--- src/verilog/ftr_consts.vh ---
// constants for the flash timer and status register pair
`ifndef FTR_CONSTS_VH
`define FTR_CONSTS_VH

// ----------------------------------------
// register map
// ----------------------------------------
`define FTR_ADDR_TIMER_CTRL 8'h03
`define FTR_ADDR_STATUS 8'h04
`define FTR_TIMER_CTRL_RESET 8'hc1
`define FTR_STATUS_RESET 8'h00

// ----------------------------------------
// flash_timer_control fields
// ----------------------------------------
`define FTR_DUR_HI 7
`define FTR_DUR_LO 5
`define FTR_FAULT_BIT 4
`define FTR_RANGE_BIT 3
`define FTR_TRIG_BIT 2
`define FTR_STROBE_BIT 1
`define FTR_BLANK_BIT 0
`define FTR_DUR_RESET 3'h6

// ----------------------------------------
// status_limit_indicator fields
// ----------------------------------------
`define FTR_PG_BIT 7
`define FTR_TEMP_HI 6
`define FTR_TEMP_LO 5
`define FTR_VALLEY_LIMIT_SEL_BIT 4
`define FTR_IND_HI 3
`define FTR_IND_LO 0
`define FTR_IND_TOP 3
`define FTR_TEMP_TRIP 2'h3

// ----------------------------------------
// modes and limit codes
// ----------------------------------------
`define FTR_MODE_DC_FLASH 2'h2
`define FTR_LIM_1250 2'h0
`define FTR_LIM_1750 2'h1
`define FTR_LIM_250 2'h2
`define FTR_LIM_500 2'h3

// ----------------------------------------
// timing: timer counts in 100 us ticks
// ----------------------------------------
`define FTR_CLK_HZ 50000000
`define FTR_TICK_US 100
`define FTR_TICK_CYCLES ((`FTR_CLK_HZ / 1000000) * `FTR_TICK_US)
`define FTR_CNT_W 14
`define FTR_T0_0 14'd682
`define FTR_T0_1 14'd1022
`define FTR_T0_2 14'd1363
`define FTR_T0_3 14'd1704
`define FTR_T0_4 14'd2045
`define FTR_T0_5 14'd3408
`define FTR_T0_6 14'd5793
`define FTR_T0_7 14'd8520
`define FTR_T1_0 14'd53
`define FTR_T1_1 14'd107
`define FTR_T1_2 14'd160
`define FTR_T1_3 14'd213
`define FTR_T1_4 14'd266
`define FTR_T1_5 14'd320
`define FTR_T1_6 14'd373
`define FTR_T1_7 14'd2077

// ----------------------------------------
// indicator pwm: period and duties in 0.1 percent steps
// ----------------------------------------
`define FTR_PWM_W 10
`define FTR_PWM_PERIOD 10'd1000
`define FTR_PWM_D0 10'd8
`define FTR_PWM_D1 10'd16
`define FTR_PWM_D2 10'd23
`define FTR_PWM_D3 10'd31
`define FTR_PWM_D4 10'd39
`define FTR_PWM_D5 10'd47
`define FTR_PWM_D6 10'd63
`define FTR_PWM_D7 10'd86

`endif

--- src/verilog/ftr_regs.v ---
// flash timer control and status/limit/indicator register pair
`timescale 1ns/100ps
`include "ftr_consts.vh"

module ftr_regs #(
  parameter TICK_CYCLES = `FTR_TICK_CYCLES
) (
  input wire ref_clk,
  input wire reset_n,
  input wire [7:0] reg_addr,
  input wire [7:0] reg_wdata,
  input wire reg_wr,
  input wire reg_rd,
  output reg [7:0] reg_rdata,
  input wire [1:0] mode_ctrl,
  input wire flash_trigger,
  input wire tx_blank_in,
  input wire high_current_sel,
  input wire led_open_short,
  input wire regulation_ok,
  input wire [1:0] die_temp_in,
  input wire thermal_trip,
  input wire gpio_value,
  output reg flash_on,
  output reg dc_level_force,
  output reg gpio_out,
  output reg [1:0] valley_limit_code,
  output reg [1:0] privacy_led_channel,
  output reg [2:0] hc_led_pwm
);

  // ----------------------------------------
  // register state
  // ----------------------------------------
  reg [2:0] safety_duration_sel;
  reg timer_range_sel;
  reg timer_trigger_type;
  reg blank_enable;
  reg strobe_active;
  reg timeout_flag;
  reg led_fault_flag;
  reg blank_flag;
  reg trip_flag;
  reg regulation_ok_select;
  reg valley_limit_sel;
  reg [3:0] indicator_ctrl;
  reg trigger_d;

  wire wr_ctrl;
  wire wr_stat;
  wire rd_ctrl;
  wire rd_stat;
  wire dc_flash_mode;
  wire trig_rise;
  wire sw_start;
  wire pin_start;
  wire pin_stop;
  wire strobe_start;
  wire expired;
  wire blank_now;
  wire pwm_bit;
  reg [`FTR_CNT_W-1:0] limit;
  reg [7:0] next_rdata;
  reg [1:0] die_temp_level;
  reg [1:0] next_limit;
  reg next_strobe_active;
  reg next_timeout_flag;

  // ----------------------------------------
  // decode
  // ----------------------------------------
  assign wr_ctrl = reg_wr && (reg_addr == `FTR_ADDR_TIMER_CTRL);
  assign wr_stat = reg_wr && (reg_addr == `FTR_ADDR_STATUS);
  assign rd_ctrl = reg_rd && (reg_addr == `FTR_ADDR_TIMER_CTRL);
  assign rd_stat = reg_rd && (reg_addr == `FTR_ADDR_STATUS);

  // ----------------------------------------
  // strobe start and stop
  // ----------------------------------------
  assign dc_flash_mode = (mode_ctrl == `FTR_MODE_DC_FLASH);
  assign trig_rise = flash_trigger && !trigger_d;
  assign sw_start = wr_ctrl && reg_wdata[`FTR_STROBE_BIT];
  // pin trigger only acts in mode 10; edge type starts once, level type follows the pin
  assign pin_start = dc_flash_mode && trig_rise;
  assign pin_stop = dc_flash_mode && !timer_trigger_type && !flash_trigger
    && trigger_d;
  assign strobe_start = (sw_start || pin_start) && !strobe_active;
  assign blank_now = blank_enable && tx_blank_in;

  always @* begin
    if (!timer_range_sel) begin
      case (safety_duration_sel)
        3'h0: limit = `FTR_T0_0;
        3'h1: limit = `FTR_T0_1;
        3'h2: limit = `FTR_T0_2;
        3'h3: limit = `FTR_T0_3;
        3'h4: limit = `FTR_T0_4;
        3'h5: limit = `FTR_T0_5;
        3'h6: limit = `FTR_T0_6;
        default: limit = `FTR_T0_7;
      endcase
    end else begin
      case (safety_duration_sel)
        3'h0: limit = `FTR_T1_0;
        3'h1: limit = `FTR_T1_1;
        3'h2: limit = `FTR_T1_2;
        3'h3: limit = `FTR_T1_3;
        3'h4: limit = `FTR_T1_4;
        3'h5: limit = `FTR_T1_5;
        3'h6: limit = `FTR_T1_6;
        default: limit = `FTR_T1_7;
      endcase
    end
  end

  ftr_safety_timer #(
    .TICK_CYCLES(TICK_CYCLES)
  ) u_timer (
    .ref_clk(ref_clk),
    .reset_n(reset_n),
    .restart(strobe_start),
    .run(strobe_active),
    .limit(limit),
    .expired(expired)
  );

  // ----------------------------------------
  // read mux
  // ----------------------------------------
  always @* begin
    // a trip in the read cycle itself is shown at once, not one read later
    die_temp_level = (trip_flag || thermal_trip) ? `FTR_TEMP_TRIP : die_temp_in;
    next_rdata = 8'h00;
    if (reg_addr == `FTR_ADDR_TIMER_CTRL) begin
      next_rdata[`FTR_DUR_HI:`FTR_DUR_LO] = safety_duration_sel;
      next_rdata[`FTR_FAULT_BIT] = led_fault_flag;
      next_rdata[`FTR_RANGE_BIT] = timeout_flag;
      next_rdata[`FTR_TRIG_BIT] = timer_trigger_type;
      next_rdata[`FTR_STROBE_BIT] = strobe_active;
      next_rdata[`FTR_BLANK_BIT] = blank_flag;
    end else if (reg_addr == `FTR_ADDR_STATUS) begin
      next_rdata[`FTR_PG_BIT] = regulation_ok;
      next_rdata[`FTR_TEMP_HI:`FTR_TEMP_LO] = die_temp_level;
      next_rdata[`FTR_VALLEY_LIMIT_SEL_BIT] = valley_limit_sel;
      next_rdata[`FTR_IND_HI:`FTR_IND_LO] = indicator_ctrl;
    end
  end

  // ----------------------------------------
  // valley current limit code
  // ----------------------------------------
  always @* begin
    if (high_current_sel && tx_blank_in) begin
      next_limit = valley_limit_sel ? `FTR_LIM_500 : `FTR_LIM_250;
    end else if (!high_current_sel && !tx_blank_in && valley_limit_sel) begin
      next_limit = `FTR_LIM_1750;
    end else begin
      next_limit = `FTR_LIM_1250;
    end
  end

  // ----------------------------------------
  // flash timer control register writes
  // ----------------------------------------
  always @(posedge ref_clk) begin
    if (!reset_n) begin
      safety_duration_sel <= `FTR_DUR_RESET;
      timer_range_sel <= 1'b0;
      timer_trigger_type <= 1'b0;
      blank_enable <= 1'b1;
    end else if (wr_ctrl) begin
      safety_duration_sel <= reg_wdata[`FTR_DUR_HI:`FTR_DUR_LO];
      timer_range_sel <= reg_wdata[`FTR_RANGE_BIT];
      timer_trigger_type <= reg_wdata[`FTR_TRIG_BIT];
      blank_enable <= reg_wdata[`FTR_BLANK_BIT];
    end
  end

  // ----------------------------------------
  // status, limit and indicator register writes
  // ----------------------------------------
  always @(posedge ref_clk) begin
    if (!reset_n) begin
      regulation_ok_select <= 1'b0;
      valley_limit_sel <= 1'b0;
      indicator_ctrl <= 4'h0;
    end else if (wr_stat) begin
      regulation_ok_select <= reg_wdata[`FTR_PG_BIT];
      // no shutdown gating here: the host is trusted to write this before operation
      valley_limit_sel <= reg_wdata[`FTR_VALLEY_LIMIT_SEL_BIT];
      indicator_ctrl <= reg_wdata[`FTR_IND_HI:`FTR_IND_LO];
    end
  end

  // ----------------------------------------
  // trigger pin delay for edge detection
  // ----------------------------------------
  always @(posedge ref_clk) begin
    if (!reset_n) begin
      trigger_d <= 1'b0;
    end else begin
      trigger_d <= flash_trigger;
    end
  end

  // ----------------------------------------
  // strobe state and timeout flag
  // ----------------------------------------
  always @* begin
    next_strobe_active = strobe_active;
    next_timeout_flag = timeout_flag;
    if (strobe_start) begin
      next_strobe_active = 1'b1;
      next_timeout_flag = 1'b0;
    end else if (expired) begin
      next_strobe_active = 1'b0;
      next_timeout_flag = 1'b1;
    end else if (pin_stop) begin
      // level type: the strobe ends with the pin, the timeout flag is left alone
      next_strobe_active = 1'b0;
    end
  end

  always @(posedge ref_clk) begin
    if (!reset_n) begin
      strobe_active <= 1'b0;
      timeout_flag <= 1'b0;
    end else begin
      strobe_active <= next_strobe_active;
      timeout_flag <= next_timeout_flag;
    end
  end

  // ----------------------------------------
  // clear-on-read flags; a set always wins over a read clear
  // ----------------------------------------
  // the read edge counts as the completed read, so an event on that edge still sets
  always @(posedge ref_clk) begin
    if (!reset_n) begin
      led_fault_flag <= 1'b0;
    end else if (led_open_short) begin
      led_fault_flag <= 1'b1;
    end else if (rd_ctrl) begin
      led_fault_flag <= 1'b0;
    end
  end

  always @(posedge ref_clk) begin
    if (!reset_n) begin
      blank_flag <= 1'b0;
    end else if (blank_now) begin
      blank_flag <= 1'b1;
    end else if (rd_ctrl) begin
      blank_flag <= 1'b0;
    end
  end

  always @(posedge ref_clk) begin
    if (!reset_n) begin
      trip_flag <= 1'b0;
    end else if (thermal_trip) begin
      trip_flag <= 1'b1;
    end else if (rd_stat) begin
      trip_flag <= 1'b0;
    end
  end

  // ----------------------------------------
  // privacy indicator
  // ----------------------------------------
  ftr_ind_pwm u_pwm (
    .ref_clk(ref_clk),
    .reset_n(reset_n),
    .enable(indicator_ctrl[`FTR_IND_TOP]),
    .duty_sel(indicator_ctrl[2:0]),
    .pwm_out(pwm_bit)
  );

  // ----------------------------------------
  // read data register
  // ----------------------------------------
  always @(posedge ref_clk) begin
    if (!reset_n) begin
      reg_rdata <= 8'h00;
    end else if (reg_rd) begin
      // held between reads so the host may take it at leisure
      reg_rdata <= next_rdata;
    end
  end

  // ----------------------------------------
  // led drive and gpio outputs
  // ----------------------------------------
  always @(posedge ref_clk) begin
    if (!reset_n) begin
      flash_on <= 1'b0;
      dc_level_force <= 1'b0;
      gpio_out <= 1'b0;
    end else begin
      // expiry drops the flash level in the same edge the strobe ends
      flash_on <= strobe_active && !expired && !blank_now;
      dc_level_force <= blank_now;
      gpio_out <= regulation_ok_select ? gpio_value : regulation_ok;
    end
  end

  // ----------------------------------------
  // limit and indicator outputs
  // ----------------------------------------
  always @(posedge ref_clk) begin
    if (!reset_n) begin
      valley_limit_code <= `FTR_LIM_1250;
      privacy_led_channel <= 2'h0;
      hc_led_pwm <= 3'h0;
    end else begin
      valley_limit_code <= next_limit;
      privacy_led_channel <= indicator_ctrl[`FTR_IND_TOP] ? 2'h0 : indicator_ctrl[1:0];
      // gated again here: the pwm stage lags the register by a cycle
      hc_led_pwm <= {3{pwm_bit && indicator_ctrl[`FTR_IND_TOP]}};
    end
  end

endmodule // ftr_regs

--- src/verilog/ftr_safety_timer.v ---
// strobe safety timer with its own 100 us tick divider
`timescale 1ns/100ps
`include "ftr_consts.vh"

module ftr_safety_timer #(
  parameter TICK_CYCLES = `FTR_TICK_CYCLES
) (
  input wire ref_clk,
  input wire reset_n,
  input wire restart,
  input wire run,
  input wire [`FTR_CNT_W-1:0] limit,
  output reg expired
);

  reg [15:0] div_cnt;
  reg [`FTR_CNT_W-1:0] tick_cnt;
  wire tick;

  assign tick = (div_cnt == TICK_CYCLES[15:0] - 16'h0001);

  // ----------------------------------------
  // divider and tick counter
  // ----------------------------------------
  always @(posedge ref_clk) begin
    if (!reset_n) begin
      div_cnt <= 16'h0000;
      tick_cnt <= {`FTR_CNT_W{1'b0}};
      expired <= 1'b0;
    end else begin
      expired <= 1'b0;
      if (restart || !run) begin
        // restart realigns the divider so the first tick is a full one
        div_cnt <= 16'h0000;
        tick_cnt <= {`FTR_CNT_W{1'b0}};
      end else if (tick) begin
        div_cnt <= 16'h0000;
        if (tick_cnt + 14'h0001 >= limit) begin
          expired <= 1'b1;
          tick_cnt <= {`FTR_CNT_W{1'b0}};
        end else begin
          tick_cnt <= tick_cnt + 14'h0001;
        end
      end else begin
        div_cnt <= div_cnt + 16'h0001;
      end
    end
  end

endmodule // ftr_safety_timer

--- src/verilog/ftr_ind_pwm.v ---
// pwm dimming generator for the privacy indicator on the led channels
`timescale 1ns/100ps
`include "ftr_consts.vh"

module ftr_ind_pwm (
  input wire ref_clk,
  input wire reset_n,
  input wire enable,
  input wire [2:0] duty_sel,
  output reg pwm_out
);

  reg [`FTR_PWM_W-1:0] phase;
  reg [`FTR_PWM_W-1:0] duty;

  always @* begin
    case (duty_sel)
      3'h0: duty = `FTR_PWM_D0;
      3'h1: duty = `FTR_PWM_D1;
      3'h2: duty = `FTR_PWM_D2;
      3'h3: duty = `FTR_PWM_D3;
      3'h4: duty = `FTR_PWM_D4;
      3'h5: duty = `FTR_PWM_D5;
      3'h6: duty = `FTR_PWM_D6;
      default: duty = `FTR_PWM_D7;
    endcase
  end

  always @(posedge ref_clk) begin
    if (!reset_n) begin
      phase <= {`FTR_PWM_W{1'b0}};
      pwm_out <= 1'b0;
    end else begin
      if (phase == `FTR_PWM_PERIOD - 10'd1) begin
        phase <= {`FTR_PWM_W{1'b0}};
      end else begin
        phase <= phase + 10'd1;
      end
      pwm_out <= enable && (phase < duty);
    end
  end

endmodule // ftr_ind_pwm

--- config.mk ---
export PLATFORM = sky130hd
export DESIGN_NAME = ftr_regs
export DESIGN_NICKNAME = d
export VERILOG_FILES = /design/src/verilog/ftr_regs.v /design/src/verilog/ftr_safety_timer.v /design/src/verilog/ftr_ind_pwm.v
export VERILOG_INCLUDE_DIRS = /design/src /design/src/verilog
export SDC_FILE = /design/constraint.sdc
export NUM_CORES = 1
export LEC_CHECK = 0
export BUFFER_PORTS_ARGS = -buffer_cell sky130_fd_sc_hd__buf_2
export CAP_MARGIN = 20
export CORE_ASPECT_RATIO = 0.9
export CORE_MARGIN = 2
export CORE_UTILIZATION = 52
export DETAILED_ROUTE_END_ITERATION = 10
export GPL_TIMING_DRIVEN = 0
export PLACE_DENSITY = 0.79
export SYNTH_ARGS = -nofsm -noshare
export SYNTH_HDL_FRONTEND = slang
export SYNTH_SLANG_ARGS = --single-unit
--- constraint.sdc ---
create_clock -name ref_clk -period 2.6 [get_ports ref_clk]
set_input_delay 0.26 -clock ref_clk [delete_from_list [all_inputs] [get_ports ref_clk]]
set_output_delay 0.26 -clock ref_clk [all_outputs]
set_load 0.1 [all_outputs]
# ---- Yosys cells after proc, flatten, opt, wreduce, memory -nomap -nowiden
# Cells that the tools add are included.
dict set report totals {
  regBits 76
  latchBits 0
  mem_bits_rw 0
  mem_bits_ro 0
  in_bits 31
  wordCells 112
  memories 0
}
dict set report classes {
  addsub 3
  mul 0
  div 0
  magnitude_cmp 2
  eq_ne 17
  shifts 0
  mux 21
  n_bitwise 2
  n_reduce_logical 42
}
# operator n
set op_table {}
lappend op_table {{case mux 14 bit (7 select lines)} 1}
lappend op_table {{case mux 12 bit (7 select lines)} 1}
lappend op_table {{case mux 7 bit (7 select lines)} 1}
lappend op_table {{2-to-1 mux 14 bit} 2}
lappend op_table {{logical AND 1 bit} 19}
lappend op_table {{equality test 3 bit, second input constant} 6}
lappend op_table {{adder 16 x 1 -> 16 bit, second input constant} 1}
lappend op_table {{equality test 16 x 13 -> 1 bit, second input constant} 1}
lappend op_table {{2-to-1 mux 8 bit} 2}
lappend op_table {{adder 14 x 1 -> 14 bit, second input constant} 1}
lappend op_table {{greater-or-equal comparator 14 bit} 1}
lappend op_table {{equality test 3 x 2 -> 1 bit, second input constant} 4}
lappend op_table {{2-to-1 mux 1 bit} 12}
lappend op_table {{adder 10 x 1 -> 10 bit, second input constant} 1}
lappend op_table {{equality test 10 bit, second input constant} 1}
lappend op_table {{< comparator 10 x 7 -> 1 bit} 1}
lappend op_table {{equality test 8 x 2 -> 1 bit, second input constant} 1}
lappend op_table {{equality test 8 x 3 -> 1 bit, second input constant} 1}
lappend op_table {{logical NOT 1 bit} 8}
lappend op_table {{OR reduction 2 bit} 4}
lappend op_table {{equality test 3 x 1 -> 1 bit, second input constant} 2}
lappend op_table {{logical NOT 3 bit} 2}
lappend op_table {{nonzero test 2 bit} 3}
lappend op_table {{OR reduction 3 bit} 2}
lappend op_table {{5 further kinds} 9}

# ---- Depth between registers and ports, before layout
dict set report depth {
  ltp_word 7
  mapped_depth 13
}

# ---- Modules after synthesis
# From an unflattened synthesis, not the netlist that was laid out.
dict set report unflattened {
  cells_unflattened 453
  area_unflattened_um2 4062.6
}
# mod n_inst cells_per_inst area_per_inst_um2 seq_area_each_um2
set modules_own_cells {}
lappend modules_own_cells {ftr_safety_timer 1 193 1739.2 620.6}
lappend modules_own_cells {ftr_regs 1 181 1656.6 680.7}
lappend modules_own_cells {ftr_ind_pwm 1 79 666.9 220.2}

# ---- Least setup slack after synthesis
# No wires, ideal clock.
dict set report synth_path {
  kind {register to register}
  from {register u_timer.tick_cnt[0]}
  to {register u_timer.tick_cnt[13]}
  arrival_ns 2.559
  required_ns 2.533
  slack_ns -0.026
  stages_incl_launch_ff 14
  n_path_buf 1
  period_less_slack_ns 2.626
  path_cell_list {dfxtp_1 -> ha_1 -> nand3_1 -> nor2_1 -> and4_1 -> xnor2_1 -> inv_1 -> ha_1 -> a21o_1 -> a21o_1 -> a211oi_1 -> o2111ai_2 -> buf_6 -> o21ai_2}
}
dict set report synth_via {
  elab_chain_len 3
}
# element line
set synth_lines {}
lappend synth_lines {{start, declared} ftr_safety_timer.v:17} ;# reg [`FTR_CNT_W-1:0] tick_cnt;
lappend synth_lines {{start signal, assigned} ftr_safety_timer.v:28} ;# tick_cnt <= {`FTR_CNT_W{1'b0}};
lappend synth_lines {{start signal, assigned} ftr_safety_timer.v:35} ;# tick_cnt <= {`FTR_CNT_W{1'b0}};
lappend synth_lines {{start signal, assigned} ftr_safety_timer.v:40} ;# tick_cnt <= {`FTR_CNT_W{1'b0}};
lappend synth_lines {{adder 14 x 1 -> 14 bit *} {ftr_safety_timer.v:38, ftr_safety_timer.v:42}}
lappend synth_lines {{greater-or-equal comparator 14 bit} ftr_safety_timer.v:38} ;# if (tick_cnt + 14'h0001 >= limit) begin
lappend synth_lines {{2-to-1 mux 14 bit *} ftr_safety_timer.v:38}
# Every way passes the cells marked *; elsewhere a longest branch is shown, timed or not.
# A chain may end at the register's enable or synchronous reset.

# ---- Worst setup path in the final report
dict set report layout_path {
  from {register u_timer.tick_cnt[3]}
  to {register u_timer.tick_cnt[6]}
}
# Same word-level chain as after synthesis.

==> metrics.txt <==
status=completed; max-cap violation count=0; Power Dens Cells=between 400 and 500 nW/um^2; CTS tree=yes; pin count of the biggest net entering global routing=13; total track usage=between 20 and 25%; Final period util=between 90 and 100%; WS Path Type=flop to flop; global route overflow=0; CP endpoint kind=flop; Synth Flop Type=dfxtp_1; DR vias=roughly 3.4k; Vias per Instance=between 5 and 6; flop2flop setup slack=around 0.030 ns; Max Freq=just under 400 MHz; minimum clock period=between 2 and 3 ns; placed wire-length estimate=6.417 mm; WL/cell=approximately 14 um; Syn-to-layout area delta=21.82%; share of layout cells above drive strength 1=approximately a quarter; initial antenna violation count=0; TritonCTS Sinks=between 70 and 80; # IOs=49; largest family of logic cells by synthesized area=simple AND/OR/NAND/NOR gates; CP Data Arrival Time=2.84 ns; Die H=roughly 87 um; DIE AREA=a little over 8000 sq um; Yosys reg bits=76; final hold vios=0; Synth warnings=0; Seq/Total Area, Yosys=a little under 40%; initial DRC count=140; DRT antenna net count=0; n_diodes=0; setup violators final=0; post-synthesis mux area share=3.294%; Synth cell types=between 50 and 60; crit path max fanout=6; H-tree levels=3; Synth Area per Inst=8.758 sq um; ranking of synthesized cells by area=dfxtp_1, ha_1, xnor2_1; vias in the first global route=~3.4k; Max Buffers Root-to-Sink=2; clock root buffer=clkbuf_8; Post-Route WL=8.997 mm; XOR/XNOR Fraction of Synth Area=7.761%; async set-reset flop share out of synthesis=0%; Die W=95.87 um; Synth Net Count=approximately 510; RSZ-0062 raised after global routing=yes; Worst-path clk slew=around 0.080 ns; Worst Skew=~0.012 ns; worst slew pin tran=~0.57 ns; Net count, final=between 500 and 600; DRT Pass-1 Iters=6; Adder-Cell Fraction of Synth Area=about 7.3%; Clk Latency, worst-skew pair=around 0.34 ns; Post-synth EDFFs=0; Core Region=7470 sq um; Final WS setup=roughly 0.03 ns; crit path launch type=flop; synthesized area=between 3000 and 4000 sq um; first-pass GRT wire length=roughly 15 mm; CTS Buf Count=9; Max Slew Vio Count=0; area share of the largest cell type after synthesis=between 30% and 40%; Peak VDD IR=about 0.33 mV; Critical Path RT=roughly 2.9 ns; setup slack after placement=-0.3268 ns; Pwr Total=0.002271 W; Synth Instances=between 400 and 500; row cnt=30; port bufs=48; worst rel slew slack=between 60 and 70%; min-delay worst type=input port to flop; leading area contributor after synthesis=dfxtp_1; Final GP Congestion=0.9388; final hold slack=0.1228 ns; post-synthesis compound-gate area fraction=13.15%; Initial Util=~53%; Static Leak=about 2.1 nW; # DRC=0; simple logic cell fraction of the synthesized area=around a quarter
==> timing repair <==
item,4_1_cts,5_1_grt
gates resized for setup,37,16
hold endpoints to repair,0,0
hold buffers,0,0
buffers inserted,5,7
setup endpoints to repair,15,15
gates cloned,1,0
pin swaps,7,16
==> cells in the mapped netlist (all sizes together), types with 2 or more instances <==
| cell | count |
|---|---|
| a222oi | 9 |
| xor2 | 16 |
| o21a | 4 |
| nor3b | 2 |
| nand4 | 9 |
| and3 | 13 |
| o22ai | 2 |
| mux2i | 13 |
| a21o | 4 |
| a21oi | 15 |
| o21bai | 2 |
| nand3 | 19 |
| inv | 25 |
| clkbuf | 13 |
| and2 | 4 |
| xnor2 | 19 |
| nand2 | 43 |
| nand2b | 2 |
| and4 | 5 |
| nor4 | 4 |
| o21ai | 26 |
| nor2b | 22 |
| o2111ai | 2 |
| or3 | 7 |
| a211oi | 3 |
| or2 | 4 |
| nor3 | 4 |
| dfxtp | 76 |
| ha | 23 |
| and3b | 2 |
| buf | 6 |
| nor2 | 42 |
==> area by class of cell <==
type                            count  area [sq um]
Timing Repair Buffer               61         341.6
Fill cell                         629          2658
Buffer                             17         95.09
Tap cell                           96         120.1
Inverter                           25         93.84
Clock buffer                       12         145.1
Multi-Input combinational cell    331          2399
Sequential cell                    76          1545
Clock inverter                      4         72.57
==> cell usage in the layout (no fill, tap or decap), drive strengths merged, types with 5 or more instances in the layout <==
| master | count |
|---|---|
| a21oi | 15 |
| a222oi | 9 |
| and3 | 13 |
| and4 | 5 |
| buf | 67 |
| clkbuf | 23 |
| dfxtp | 76 |
| ha | 23 |
| inv | 25 |
| mux2i | 13 |
| nand2 | 43 |
| nand3 | 19 |
| nand4 | 9 |
| nor2 | 42 |
| nor2b | 22 |
| o21ai | 26 |
| or3 | 7 |
| xnor2 | 19 |
| xor2 | 16 |
==> flip-flops by register name (all words and copies together) (netlist names), 2 cells and up <==
| register | count |
|---|---|
| u_pwm.phase | 10 |
| safety_duration_sel | 3 |
| u_timer.tick_cnt | 14 |
| valley_limit_code | 2 |
| u_timer.div_cnt | 16 |
| privacy_led_channel | 2 |
| reg_rdata | 8 |
| indicator_ctrl | 4 |
==> worst paths after layout <==
check	start	end	cells after the start
worst max-delay path	u_timer.tick_cnt[3]	u_timer.tick_cnt[6]	12
worst min-delay path	reg_wdata[6]	safety_duration_sel[1]	3
worst max register to register	u_timer.tick_cnt[3]	u_timer.tick_cnt[6]	12
worst min register to register	blank_flag	blank_flag	2
==> worst max-delay path, cell delays in order (launching register included) <==
cell       delay, ns
dfxtp_4         0.37
and4_4          0.25
nand2b_4        0.09
nor2_4          0.13
xnor2_2         0.15
inv_2           0.07
ha_4            0.24
a21o_1          0.17
a21o_1          0.19
a211oi_4        0.30
o2111ai_4       0.22
buf_6           0.20
o21ai_2         0.12
==> logic make-up after synthesis <==
kind of cell | Yosys count
AND/OR/NAND/NOR | 187
buffers and inverters | 44
flip-flops | 76
XOR/XNOR | 35
AO/OA/AOI/OAI | 73
adder cells (fa/ha/maj) | 23
multiplexers | 13
==> stage by stage <==
| stage | std cells | instance area, sq um | TNS (ns) | utilization [%] |
|---|---|---|---|---|
| finish | 622 | 4812 | 0 | 64.42 |
| global route | 622 | 4812 | -0.9020 | 64.42 |
| CTS | 616 | 4731 | 0 | 63.33 |
| detailed placement | 595 | 4315 | -4.083 | 57.77 |
| global placement | 595 | 4315 | -3.686 | 57.77 |
| floorplan | 451 | 3955 | 0 | - |
==> layer usage <==
metal | GRT usage (%) | vias up | part of all wire (%)
li1 | - | 1722 | -
met1 | 27.88 | 1641 | 44
met2 | 39.48 | 78 | 49
met3 | 5.739 | 8 | 5.2
met4 | 7.662 | 0 | 1.3
met5 | 0 | - | 0
==> power by group <==
group | leakage [nW] | internal, W | switching (W)
logic | 1.38 | 0.0000433 | 0.0000657
registers | 0.622 | 0.00117 | 0.00000955
clock network | 0.107 | 0.000566 | 0.000415
total | 2.11 | 0.00178 | 0.000490
(Power assumes the default switching activity.)
